## src/rtl/drc_pkg.sv

```systemverilog
// package: constants and types for the dram refresh controller
package drc_pkg;
   localparam logic [7:0] DRC_CTRL_ADDR     = 8'h36;
   localparam logic [7:0] DRC_CTRL_RESET    = 8'hC0;
   localparam int         DRC_ON_BIT        = 7;
   localparam int         DRC_WAIT_BIT      = 6;
   localparam int         DRC_IVL_HI_BIT    = 1;
   localparam int         DRC_IVL_LO_BIT    = 0;
   localparam logic [7:0] DRC_CTRL_WMASK    = 8'hC3;
   localparam logic [6:0] DRC_IVL_10        = 7'd10;
   localparam logic [6:0] DRC_IVL_20        = 7'd20;
   localparam logic [6:0] DRC_IVL_40        = 7'd40;
   localparam logic [6:0] DRC_IVL_80        = 7'd80;
   localparam logic [6:0] DRC_ONE7          = 7'd1;
   localparam int         DRC_ADDR_W        = 8;
   localparam logic [1:0] DRC_LEN_SHORT     = 2'd1;
   localparam logic [1:0] DRC_LEN_LONG      = 2'd2;
   localparam logic [7:0] DRC_ADDR_ONE      = 8'h01;

   typedef enum logic [2:0] {
      DRC_IDLE    = 3'b001,
      DRC_CYCLE   = 3'b010,
      DRC_WAIT    = 3'b100
   } drc_state_e;
endpackage

```

## src/rtl/drc_if.sv

```systemverilog
// interface: request path between interval timer and refresh sequencer
interface drc_tick_if;
   logic       tick;
   logic [1:0] ivl_code;
   modport timer (output tick, input ivl_code);
   modport seq   (input tick, output ivl_code);
endinterface

```

## src/rtl/drc_refresh.sv

```systemverilog
// file holds the dram refresh controller top
import drc_pkg::*;

module drc_refresh (
   input  wire logic       ref_clk,
   input  wire logic       reset_n,
   input  wire logic [7:0] io_addr,
   input  wire logic [7:0] io_wdata,
   input  wire logic       io_wr,
   input  wire logic       io_rd,
   output logic      [7:0] io_rdata,
   output logic            io_rdata_valid,
   input  wire logic       bus_request_in,
   input  wire logic       sleep_mode,
   input  wire logic       wait_active,
   input  wire logic       cycle_end,
   output logic            refresh_strobe,
   output logic            refresh_wait_state,
   output logic      [7:0] refresh_addr,
   output logic            refresh_busy
);
   import drc_pkg::*;

   drc_tick_if tk ();

   logic [7:0]  refresh_control_reg;
   logic [7:0]  refresh_control_next;
   logic        pend_reg;
   logic        pend_next;
   logic        slept_reg;
   logic        slept_next;
   drc_state_e  state_reg;
   drc_state_e  state_next;
   logic [1:0]  len_reg;
   logic [1:0]  len_next;
   logic        phase_reg;
   logic        phase_next;
   logic [7:0]  addr_reg;
   logic [7:0]  addr_next;
   logic [7:0]  rdata_reg;
   logic [7:0]  rdata_next;
   logic        rvalid_reg;
   logic        rvalid_next;
   logic        refresh_on;
   logic        refresh_extra_wait;
   logic        hold_off;
   logic        start;

   // io register decode, used by both read and write paths
   function automatic logic drc_hit(input logic [7:0] a);
      drc_hit = (a == DRC_CTRL_ADDR);
   endfunction

   ////////////////////////////////////////////////////////////////////////
   // register fields
   assign refresh_on         = refresh_control_reg[DRC_ON_BIT];
   assign refresh_extra_wait = refresh_control_reg[DRC_WAIT_BIT];
   assign tk.ivl_code = {refresh_control_reg[DRC_IVL_HI_BIT],
                         refresh_control_reg[DRC_IVL_LO_BIT]};

   drc_timer u_timer (
      .ref_clk (ref_clk),
      .reset_n (reset_n),
      .tk      (tk)
   );

   ////////////////////////////////////////////////////////////////////////
   // register port; unused bits read as zero since writes mask them off
   always_comb begin
      refresh_control_next = refresh_control_reg;
      rdata_next           = rdata_reg;
      rvalid_next          = 1'b0;
      if (io_wr && drc_hit(io_addr)) begin
         refresh_control_next = io_wdata & DRC_CTRL_WMASK;
      end
      if (io_rd && drc_hit(io_addr)) begin
         rdata_next  = refresh_control_reg;
         rvalid_next = 1'b1;
      end
   end

   always_ff @(posedge ref_clk or negedge reset_n) begin
      if (!reset_n) begin
         refresh_control_reg <= DRC_CTRL_RESET;
         rdata_reg           <= '0;
         rvalid_reg          <= 1'b0;
      end else begin
         refresh_control_reg <= refresh_control_next;
         rdata_reg           <= rdata_next;
         rvalid_reg          <= rvalid_next;
      end
   end

   ////////////////////////////////////////////////////////////////////////
   // timing of one refresh, in clocks counted from the start decision:
   //   edge 0: start is seen, the sequencer leaves idle
   //   clock 1: strobe high, address on the row lines, phase 0
   //   clock 2: strobe high, phase 1
   //   clock 3: only with the extra wait bit set, wait state high
   //   next edge: back to idle, row address steps by one
   // the extra wait choice is frozen at start, so a register write that
   // lands in mid-cycle only affects the next refresh, never a running one
   //
   // hold-off handling differs by cause:
   //   bus release: the timer keeps going but due requests are dropped,
   //                so the first refresh after bus return is paced by the
   //                timer and has no fixed relation to the bus exchange
   //   sleep: the newest due request waits in the pending latch and is
   //          served right after the first machine cycle past wake-up
   //   wait states: the pending request simply waits for the wait to end
   //
   // limitation: only one request is kept, so at any interval setting a hold-off
   // longer than one interval can cost a refresh; the row counter still stays gap
   // free, since it only moves when a refresh really ran
   ////////////////////////////////////////////////////////////////////////
   // request latch and sequencer
   // a request that cannot be served is kept in one latch unless the bus is away; a newer one
   // just overwrites it, so missed requests never queue up
   assign hold_off = bus_request_in || sleep_mode || wait_active;
   assign start    = (state_reg == DRC_IDLE) && refresh_on && pend_reg
                     && !hold_off && cycle_end && !slept_reg;

   always_comb begin
      pend_next  = pend_reg;
      slept_next = slept_reg;
      state_next = state_reg;
      len_next   = len_reg;
      phase_next = phase_reg;
      addr_next  = addr_reg;
      // after sleep wait for the end of the first machine cycle
      if (sleep_mode) begin
         slept_next = 1'b1;
      end else if (slept_reg && cycle_end) begin
         slept_next = 1'b0;
      end
      if (start) begin
         pend_next = 1'b0;
      end
      if (tk.tick && refresh_on) begin
         pend_next = 1'b1;
      end
      if (!refresh_on) begin
         pend_next = 1'b0;
      end
      // requests due while the bus is away are dropped, timer keeps pace
      if (bus_request_in) begin
         pend_next = 1'b0;
      end
      case (state_reg)
         DRC_IDLE: begin
            if (start) begin
               state_next = DRC_CYCLE;
               len_next   = refresh_extra_wait ? DRC_LEN_LONG : DRC_LEN_SHORT;
            end
         end
         DRC_CYCLE: begin
            // two clocks here for every refresh, then wait or back to idle
            if (!phase_reg) begin
               phase_next = 1'b1;
            end else begin
               phase_next = 1'b0;
               if (len_reg == DRC_LEN_LONG) begin
                  state_next = DRC_WAIT;
               end else begin
                  state_next = DRC_IDLE;
                  addr_next  = addr_reg + DRC_ADDR_ONE;
               end
            end
         end
         DRC_WAIT: begin
            state_next = DRC_IDLE;
            addr_next  = addr_reg + DRC_ADDR_ONE;
         end
         default: state_next = DRC_IDLE;
      endcase
   end

   always_ff @(posedge ref_clk or negedge reset_n) begin
      if (!reset_n) begin
         pend_reg  <= 1'b0;
         slept_reg <= 1'b0;
         state_reg <= DRC_IDLE;
         len_reg   <= DRC_LEN_SHORT;
         phase_reg <= 1'b0;
         addr_reg  <= '0;
      end else begin
         pend_reg  <= pend_next;
         slept_reg <= slept_next;
         state_reg <= state_next;
         len_reg   <= len_next;
         phase_reg <= phase_next;
         addr_reg  <= addr_next;
      end
   end

   ////////////////////////////////////////////////////////////////////////
   // outputs
   assign refresh_busy       = (state_reg != DRC_IDLE);
   assign refresh_strobe     = refresh_busy;
   assign refresh_wait_state = (state_reg == DRC_WAIT);
   assign refresh_addr       = addr_reg;
   assign io_rdata           = rdata_reg;
   assign io_rdata_valid     = rvalid_reg;
endmodule

```

## src/rtl/drc_timer.sv

```systemverilog
// file holds the refresh interval timer
module drc_timer
   import drc_pkg::*;
(
   input  wire logic ref_clk,
   input  wire logic reset_n,
   drc_tick_if.timer tk
);
   logic [6:0] cnt_reg;
   logic [6:0] cnt_next;
   logic       tick_reg;
   logic       tick_next;

   // decode of the interval code to a count of clock states
   function automatic logic [6:0] drc_ivl(input logic [1:0] code);
      case (code)
         2'b00:   drc_ivl = DRC_IVL_10;
         2'b01:   drc_ivl = DRC_IVL_20;
         2'b10:   drc_ivl = DRC_IVL_40;
         default: drc_ivl = DRC_IVL_80;
      endcase
   endfunction

   ////////////////////////////////////////////////////////////////////////
   // counts free, even during bus release or sleep, so requests keep pace
   always_comb begin
      tick_next = 1'b0;
      cnt_next  = cnt_reg + DRC_ONE7;
      if (cnt_reg + DRC_ONE7 >= drc_ivl(tk.ivl_code)) begin
         cnt_next  = '0;
         tick_next = 1'b1;
      end
   end

   always_ff @(posedge ref_clk or negedge reset_n) begin
      if (!reset_n) begin
         cnt_reg  <= '0;
         tick_reg <= 1'b0;
      end else begin
         cnt_reg  <= cnt_next;
         tick_reg <= tick_next;
      end
   end

   assign tk.tick = tick_reg;
endmodule

```

## config.mk

```make
export PLATFORM = sky130hd
export DESIGN_NAME = drc_refresh
export DESIGN_NICKNAME = d
export VERILOG_FILES = /design/src/rtl/drc_pkg.sv /design/src/rtl/drc_if.sv /design/src/rtl/drc_refresh.sv /design/src/rtl/drc_timer.sv
export SDC_FILE = /design/constraint.sdc
export NUM_CORES = 1
export LEC_CHECK = 0
export ABC_AREA = 1
export ABC_CLOCK_PERIOD_IN_PS = 2100
export BUFFER_PORTS_ARGS = -buffer_cell sky130_fd_sc_hd__buf_2
export CAP_MARGIN = 40
export CORE_ASPECT_RATIO = 0.7
export CORE_UTILIZATION = 53
export DETAILED_ROUTE_END_ITERATION = 12
export PLACE_DENSITY_LB_ADDON = 0.3
export SETUP_SLACK_MARGIN = 0.02
export SYNTH_ARGS = -nofsm -noshare
export SYNTH_HDL_FRONTEND = slang
export SYNTH_SLANG_ARGS = --single-unit
```

## constraint.sdc

```tcl
create_clock -name ref_clk -period 2.1 [get_ports ref_clk]
set_clock_uncertainty 0.1 [all_clocks]
set_input_delay 0.21 -clock ref_clk [delete_from_list [all_inputs] [get_ports ref_clk]]
set_output_delay 0.21 -clock ref_clk [all_outputs]
set_load 0.005 [all_outputs]
```

; Yosys cells after proc, flatten, opt, wreduce, memory -nomap -nowiden
; Index checks and enable logic that the tools add are counted.
; Widths: inputs -> output; s select.
[totals]
register_bits = 33
output_inout_bits = 20
wordCells = 64
[classes]
add_sub_neg = 2
order_cmp = 1
n_eq_ne = 12
muxes = 19
reduce_logical = 19
[op_table]
columns = op, count
row1 = $pmux 7 s3, 1
row2 = $mux 8, 2
row3 = $pmux 8 s2, 1
row4 = $logic_and 1x1->1, 9
row5 = $mux 1, 9
row6 = $mux 3, 3
row7 = $add 8x1->8 const B, 1
row8 = $eq 8x6->1 const B, 1
row9 = $add 7x1->7 const B, 1
row10 = $ge 7x7->1, 1
row11 = $mux 7, 1
row12 = $ne 2x2->1 const B, 3
row13 = $pmux 3 s2, 1
row14 = $eq 2x2->1 const B, 2
row15 = $ne 4x2->1 const B, 1
row16 = $reduce_and 2->1, 2
row17 = $reduce_bool 2->1, 2
row18 = $eq 3x1->1 const B, 1
row19 = $eq 3x2->1 const B, 1
row20 = $eq 3x3->1 const B, 1
row21 = $ne 3x1->1 const B, 1
row22 = $reduce_and 3->1, 1
row23 = $eq 2x1->1 const B, 1
row24 = $logic_not 1->1, 2
row25 = other kinds (3), 4

; Longest topological paths before layout
; Gate-level depths: netlist of run 1.
[logic_depth]
ltp_word = 10
ltp_mapped = 12

; Modules after synthesis
; Synthesis of run 1 repeated with hierarchy kept, for this count alone.
[hier_totals]
hier_cells = 239
hier_area_um2 = 1884.3
[modules_own_cells]
columns = module, n_inst, cells_each, area_per_inst_um2
row1 = drc_refresh, 1, 163, 1298.7
row2 = drc_timer, 1, 76, 585.6

; Least setup slack after synthesis of run 1
; No wires, ideal clock.
[synth_path]
path_kind = register -> register
start = register u_timer.cnt_reg[0]
end = register u_timer.cnt_reg[0]
setup_time_ps = 124
t_arrival_ps = 1710
required_time_ps = 1876
path_slack_ps = 166
path_stages_with_launch = 12
path_buffers = 0
cell_sequence = dfrtp_1 ha_1 nand2_1 inv_1 nand2_1 xor2_1 inv_1 ha_1 nand2_1 o21a_1 nand2_1 nor2_1
[synth_between]
elab_chain_cells = 3
[synth_rtl]
columns = item, line
row1 = "start, declared", drc_timer.sv:9  ; logic [6:0] cnt_reg;
row2 = "start signal, assigned", drc_timer.sv:40  ; cnt_reg <= cnt_next;
row3 = $add 7x1->7 *, "drc_timer.sv:28, drc_timer.sv:29"
row4 = $ge 7x7->1, drc_timer.sv:29  ; if (cnt_reg + DRC_ONE7 >= drc_ivl(tk.ivl_code)) begin
row5 = $mux 7 *, drc_timer.sv:29
row6 = named net u_timer.cnt_next[0], drc_timer.sv:10  ; logic [6:0] cnt_next;
; The timed path passes the listed nets; every way through them passes the cells marked *.
; A chain may end at the register's enable or synchronous reset.

; Worst setup path in the final report of run 1
[layout_path]
start = register u_timer.cnt_reg[1]
end = register u_timer.cnt_reg[5]
; Same word-level chain as after synthesis.

==> results of run 1 <==
area by class of cell:
cell class | instances | area share [%]
Inverter | 35 | 6.12
Sequential cell | 33 | 38.7
Timing Repair Buffer | 37 | 8.98
Clock buffer | 8 | 4.20
Tap cell | 38 | 2.22
Multi-Input combinational cell | 153 | 39.8
path summary, 6_finish.rpt:
path	startpoint	endpoint	cells after the start
min reg2reg	io_rdata[7]	io_rdata[7]	2
max	u_timer.cnt_reg[1]	u_timer.cnt_reg[5]	11
min in group asynchronous	reset_n	u_timer.cnt_reg[2]	2
min	io_wdata[6]	refresh_control_reg[6]	3
max in group asynchronous	reset_n	io_rdata[7]	2
max reg2reg	u_timer.cnt_reg[1]	u_timer.cnt_reg[5]	11
power by group:
part	total (mW)	switching [mW]	internal, mW	leakage (nW)
logic	0.456	0.274	0.182	0.745
clock network	0.486	0.219	0.267	0.0455
registers	0.736	0.0376	0.699	0.431
critical path: cells and delay by family, from the launching register on:
kind	cells	cell delay, ns
XOR/XNOR	1	0.17
buffers and inverters	2	0.15
flip-flops	1	0.39
AND/OR/NAND/NOR	5	0.37
AO/OA/AOI/OAI	1	0.19
adder cells (fa/ha/maj)	2	0.47
per-layer routing:
layer  vias to the layer above  track usage [%]  part of all wire (%)
met1                       654             28.5                    51
met5                         -                0                     0
met2                        41             28.7                    42
li1                        773                -                     -
met3                         8             9.04                   5.9
met4                         0             7.52                   1.2
through the flow:
step	utilization, %	total power, mW	hold WS (ns)
finish	67.3	1.68	0.0588
global route	67.3	1.80	0.0515
CTS	65.7	1.61	0.0514
detailed placement	62.5	1.12	0.210
global placement	62.5	1.09	0.202
floorplan	-	0.995	-0.186
timing repair:
item / CTS / global route
pin swaps: 0 / 7
hold buffers: 1 / 0
hold endpoints to repair: 29 / 0
endpoints found under the setup margin: 7 / 8
gates resized for setup: 1 / 13
buffers inserted: 0 / 0
placed cells by master, fill, tap and decap left out, types with 3 or more instances in the layout:
| master | Yosys | final |
|---|---|---|
| sky130_fd_sc_hd__conb_1 | 1 | 4 |
| sky130_fd_sc_hd__nor2_2 | 1 | 3 |
| sky130_fd_sc_hd__o21ai_0 | 4 | 3 |
| sky130_fd_sc_hd__inv_2 | 4 | 5 |
| sky130_fd_sc_hd__dfstp_2 | 4 | 4 |
| sky130_fd_sc_hd__buf_2 | 0 | 35 |
| sky130_fd_sc_hd__xor2_1 | 4 | 3 |
| sky130_fd_sc_hd__inv_1 | 31 | 30 |
| sky130_fd_sc_hd__ha_1 | 8 | 6 |
| sky130_fd_sc_hd__clkbuf_8 | 0 | 6 |
| sky130_fd_sc_hd__nand2_1 | 76 | 73 |
| sky130_fd_sc_hd__dfrtp_1 | 29 | 29 |
| sky130_fd_sc_hd__o21ai_1 | 3 | 3 |
| sky130_fd_sc_hd__xnor2_1 | 3 | 3 |
| sky130_fd_sc_hd__nor2_1 | 18 | 16 |
| sky130_fd_sc_hd__nand3_1 | 7 | 7 |
| sky130_fd_sc_hd__nand3_2 | 3 | 3 |
| sky130_fd_sc_hd__nand4_1 | 11 | 11 |
cells by family (layout without fill, tap and decap cells):
kind of cell	after synthesis	count (layout)	share of synthesized area [%]
adder cells (fa/ha/maj)	8	8	5.58
AND/OR/NAND/NOR	121	121	30.8
other	1	4	0.209
AO/OA/AOI/OAI	13	13	4.04
XOR/XNOR	7	7	3.42
buffers and inverters	41	80	9.62
flip-flops	33	33	46.3
==> impl_metrics.tcl, run 1 <==
set metrics [dict create \
    outcome "finished clean" \
    cts_num_sinks 33 \
    worst-endpoint-arrival_ns 2.04 \
    report.final.slew_viol_count 0 \
    drt-pass1-iter-count 4 \
    layoutNonFillerInstCount 304 \
    sequential_cell_area_um2 831 \
    p_leak_nw 1.22 \
    fillCellCount 272 \
    clock.fmax_ghz 0.508 \
    placement.setup.worst_slack_ns 0.00457 \
    yosysWarningCount 0 \
    worst_path_max_delay_cell "sky130_fd_sc_hd__dfrtp_1" \
    die_w_um 71.5 \
    path_common_cell "sky130_fd_sc_hd__nand2_2" \
    worst_setup_path_end_kind "register" \
    grt_overflow_total 0 \
    cts-root-buf "sky130_fd_sc_hd__clkbuf_8" \
    grt_pass1_wl_mm 5.57 \
    grt_max_degree 34 \
    post_drt_via_cell_ratio 4.86 \
    synth_enable_flop_cells 0 \
    setup-tns-final_ns 0 \
    dp_hpwl_mm 2.30 \
    critical_path.cell_chain "ha_2, nand2_1, inv_2, nand2_2, xor2_1, inv_1, ha_4, nand2_2, o21a_1, nand2_4, nor2_1" \
    most_common_library_cells_after_synthesis "sky130_fd_sc_hd__nand2_1, sky130_fd_sc_hd__inv_1, sky130_fd_sc_hd__dfrtp_1, sky130_fd_sc_hd__nor2_1, sky130_fd_sc_hd__nand4_1" \
    antenna_found_initial 0 \
    routed_wl_mm 3.27 \
    final_antenna_net_count 0 \
    netlist_top_cells_area "sky130_fd_sc_hd__dfrtp_1, sky130_fd_sc_hd__nand2_1, sky130_fd_sc_hd__inv_1" \
    drt_iter0_drc 66 \
    synth.cell_area_um2 1790 \
    hold_violation_total_from_the_final_report 0 \
    postSynthRegisterBits 33 \
    cellPowerDensity_nw_per_um2 782 \
    final.period_utilization_pct 93.7 \
    avgSynthCellArea_um2 8.01 \
    clock_tree_from_tritoncts "done" \
    i_o_buffers 35 \
    pin_count 44 \
    setup_repair_after_global_routing_missed_its_margin "false" \
    finalWeightedCongestion 0.729 \
    vias 1476 \
    core_region_area_um2 3190 \
    multi_input_comb_area_um2 853 \
    setup_ws_ns 0.133 \
    most_used_standard_cell_by_instance_count_after_synthesis "sky130_fd_sc_hd__nand2_1" \
    insertion_delay_of_the_later_clocked_pin_in_the_worst_skew_pair_ns 0.28 \
    yosys_top_cell_by_area "sky130_fd_sc_hd__dfrtp_1" \
    rows 17 \
    post-route-min-period_ns 1.97 \
    cell_area_after_placement_um2 1990 \
    num_antenna_cells 0 \
    die_footprint_um2 3630 \
    syn-instance-count 224 \
    synthToLayoutAreaGrowth_pct 19.6 \
    timing.critical_path.slowest_cell_delay_ns 0.39 \
    clock_tree.htree_level_count 2 \
    layout.cell_area.non_filler_um2 2150 \
    place.detailed.instances 295 \
    cts-buffers-inserted 5 \
    share_of_synthesized_area_occupied_by_flip_flops_and_latches_pct 46.3 \
    largest_reg_flops 8 \
    async_reset_ff_share_pct 100 \
    route.detailed.drc 0 \
    critical_path_class "reg2reg" \
    wl_per_cell_um 10.8 \
    initial_utilization_pct 56.2 \
    timing_worst_slew_pin_value_ns 0.714 \
    cts.clk_slew.worst_paths_ns 0.07 \
    die_h_um 50.7 \
    grtUsageTotal_pct 20.7 \
    netlist.area_leader.share_pct 40.4 \
    timing.slew.headroom_pct 52.4 \
    crit_fanout 8 \
    hold_path_class "in2reg" \
    nets 297 \
    start_kind "register" \
    crit_required_ns 2.17 \
    cts_max_path_buffers 2 \
    setup_viol 0 \
    yosys.cell_types.count 26 \
    max-cap-violations 0 \
    postSynth.topFlopCell "sky130_fd_sc_hd__dfrtp_1" \
    r2r_setup_slack_ns 0.13 \
    layout-drive-gt1-share_pct 26.3 \
    number_of_global_route_vias_before_repair 1329 \
    ir_drop_mv 0.421 \
]
Power figures use the tool's default switching activity.
==> inputs of run 2 (changes only) <==
Settings changed: CORE_UTILIZATION 53 to 47, PLACE_DENSITY set to 0.74, PLACE_DENSITY_LB_ADDON 0.3 to not set.
==> run 2 against run 1 <==
Sequential share of layout area shrank 0.45 points. Non-clock buffer count grew 2. Die area grew 12%. Wire length shrank 3.1%. Clock power shrank 3%. Design area grew 1.2%. Via count shrank 1.9%. Cell count grew 4.3%. Critical endpoint is now u_timer.cnt_reg[3]. Largest cell class unchanged.
==> impl_metrics.tcl, run 2 (synthesis gave the netlist of run 1 again) <==
set metrics [dict create \
    outcome "finished clean" \
    clock_tree.htree_level_count 2 \
    crit_required_ns 2.16 \
    critical_path.cell_chain "ha_2, nand2_1, inv_2, nand2_2, xor2_2, inv_2, ha_4, nand2_1, o21a_1, nand2_2, nor2_1" \
    wl_per_cell_um 10.0 \
    layout.cells.most_common_list "sky130_fd_sc_hd__nand2_1, sky130_fd_sc_hd__buf_2, sky130_fd_sc_hd__inv_1, sky130_fd_sc_hd__dfrtp_1, sky130_fd_sc_hd__nor2_1" \
    insertion_delay_of_the_later_clocked_pin_in_the_worst_skew_pair_ns 0.28 \
    clock_tree_from_tritoncts "done" \
    timing.slew.headroom_pct 52.9 \
    i_o_buffers 35 \
    crit_cells 11 \
    worst_setup_path_end_kind "register" \
    finalWeightedCongestion 0.759 \
    grt_max_degree 34 \
    post_drt_via_cell_ratio 4.57 \
    timing_worst_slew_pin_value_ns 0.707 \
    layout-drive-gt1-share_pct 26.2 \
    post-route-min-period_ns 1.97 \
    grt_overflow_total 0 \
    rows 18 \
    cts.clk_slew.worst_paths_ns 0.07 \
    worst_path_max_delay_cell "sky130_fd_sc_hd__dfrtp_1" \
    cts-root-buf "sky130_fd_sc_hd__clkbuf_8" \
    p_leak_nw 1.23 \
    crit_family "adder cells" \
    max-cap-violations 0 \
    cts_num_sinks 33 \
    largest_reg_flops 8 \
    final_antenna_net_count 0 \
    drt_iter0_drc 49 \
    final.period_utilization_pct 94.0 \
    routed_wl_mm 3.17 \
    initial_utilization_pct 50.1 \
    pin_count 44 \
    start_kind "register" \
    ir_drop_mv 0.429 \
    hold_path_class "in2reg" \
    worst-r2r-cell-count 11 \
    critical_path_class "reg2reg" \
    core_region_area_um2 3580 \
    cp.buffers_inverters 2 \
    antenna_found_initial 0 \
    num_antenna_cells 0 \
    cts_max_path_buffers 2 \
    setup_viol 0 \
    cellPowerDensity_nw_per_um2 759 \
    grt_pass1_wl_mm 5.61 \
    report.final.slew_viol_count 0 \
    setup-tns-final_ns 0 \
    die_h_um 53.7 \
    die_footprint_um2 4070 \
    grtUsageTotal_pct 19.1 \
    cts-buffers-inserted 5 \
    nets 299 \
    route.detailed.drc 0 \
    drt-pass1-iter-count 4 \
    clock.fmax_ghz 0.507 \
    crit_fanout 8 \
    hold_violation_total_from_the_final_report 0 \
    dp_hpwl_mm 2.36 \
    layout.cell_area.non_filler_um2 2170 \
    number_of_global_route_vias_before_repair 1215 \
    leading_cell_type_in_the_layout_fill_and_taps_excluded "sky130_fd_sc_hd__nand2_1" \
    cell_area_after_placement_um2 2010 \
    holdPathStages 3 \
    utilization_pct 60.6 \
    synthToLayoutAreaGrowth_pct 21.0 \
    timing.critical_path.slowest_cell_delay_ns 0.38 \
    vias 1448 \
    die_w_um 75.9 \
    worst-endpoint-arrival_ns 2.04 \
]
-- run 2: through the flow --
step	setup WS (ns)	hold slack (ns)	power (mW)	std cells
final	0.126	0.0602	1.65	317
after global routing	-0.000665	0.0598	1.77	317
after CTS	0.0311	0.0530	1.60	315
after detailed placement	-0.0249	0.213	1.11	307
after global placement	0.0435	0.210	1.10	307
after floorplan	0.166	-0.186	0.995	227
-- run 2: layout make-up --
class	count	area [um2]
Tap cell	50	62.6
Sequential cell	33	831
Inverter	35	131
Fill cell	319	1410
Multi-Input combinational cell	153	852
Timing Repair Buffer	39	208
Clock buffer	7	86.3
-- run 2: final timing paths --
path | end | startpoint | slack (ns)
max | u_timer.cnt_reg[3] | u_timer.cnt_reg[1] | 0.13
min reg2reg | io_rdata[6] | io_rdata[6] | 0.37
min in group asynchronous | io_rdata[0] | reset_n | 0.42
max reg2reg | u_timer.cnt_reg[3] | u_timer.cnt_reg[1] | 0.13
max in group asynchronous | refresh_addr[3] | reset_n | 1.02
min | refresh_control_reg[6] | io_wdata[6] | 0.06
-- run 2: power breakdown --
group	switching, mW	total [mW]	internal (mW)	leakage, nW
Combinational	0.255	0.436	0.181	0.751
Clock	0.213	0.473	0.260	0.0443
Sequential	0.0391	0.738	0.698	0.431
Total	0.508	1.65	1.14	1.23
-- run 2: timing repair --
action | CTS | global route
buffers inserted | 0 | 2
hold buffers | 1 | 0
setup endpoints to repair | 7 | 8
endpoints found under the hold margin | 29 | 0
pin swaps | 0 | 6
gates resized for setup | 1 | 12
-- run 2: layer usage --
layer	vias to the layer above	track usage, %	share of wire [%]
li1	775	-	-
met1	637	29.9	56
met2	32	24.2	38
met3	4	5.06	4.7
met4	0	8.33	1.2
met5	-	0	0
-- run 2: worst register-to-register path: stages, from the launching register on --
cell and delay, ns:
sky130_fd_sc_hd__dfrtp_1 0.38, sky130_fd_sc_hd__ha_2 0.19, sky130_fd_sc_hd__nand2_1 0.08, sky130_fd_sc_hd__inv_2 0.05
sky130_fd_sc_hd__nand2_2 0.08, sky130_fd_sc_hd__xor2_2 0.16, sky130_fd_sc_hd__inv_2 0.06, sky130_fd_sc_hd__ha_4 0.26
sky130_fd_sc_hd__nand2_1 0.07, sky130_fd_sc_hd__o21a_1 0.20, sky130_fd_sc_hd__nand2_2 0.15, sky130_fd_sc_hd__nor2_1 0.07
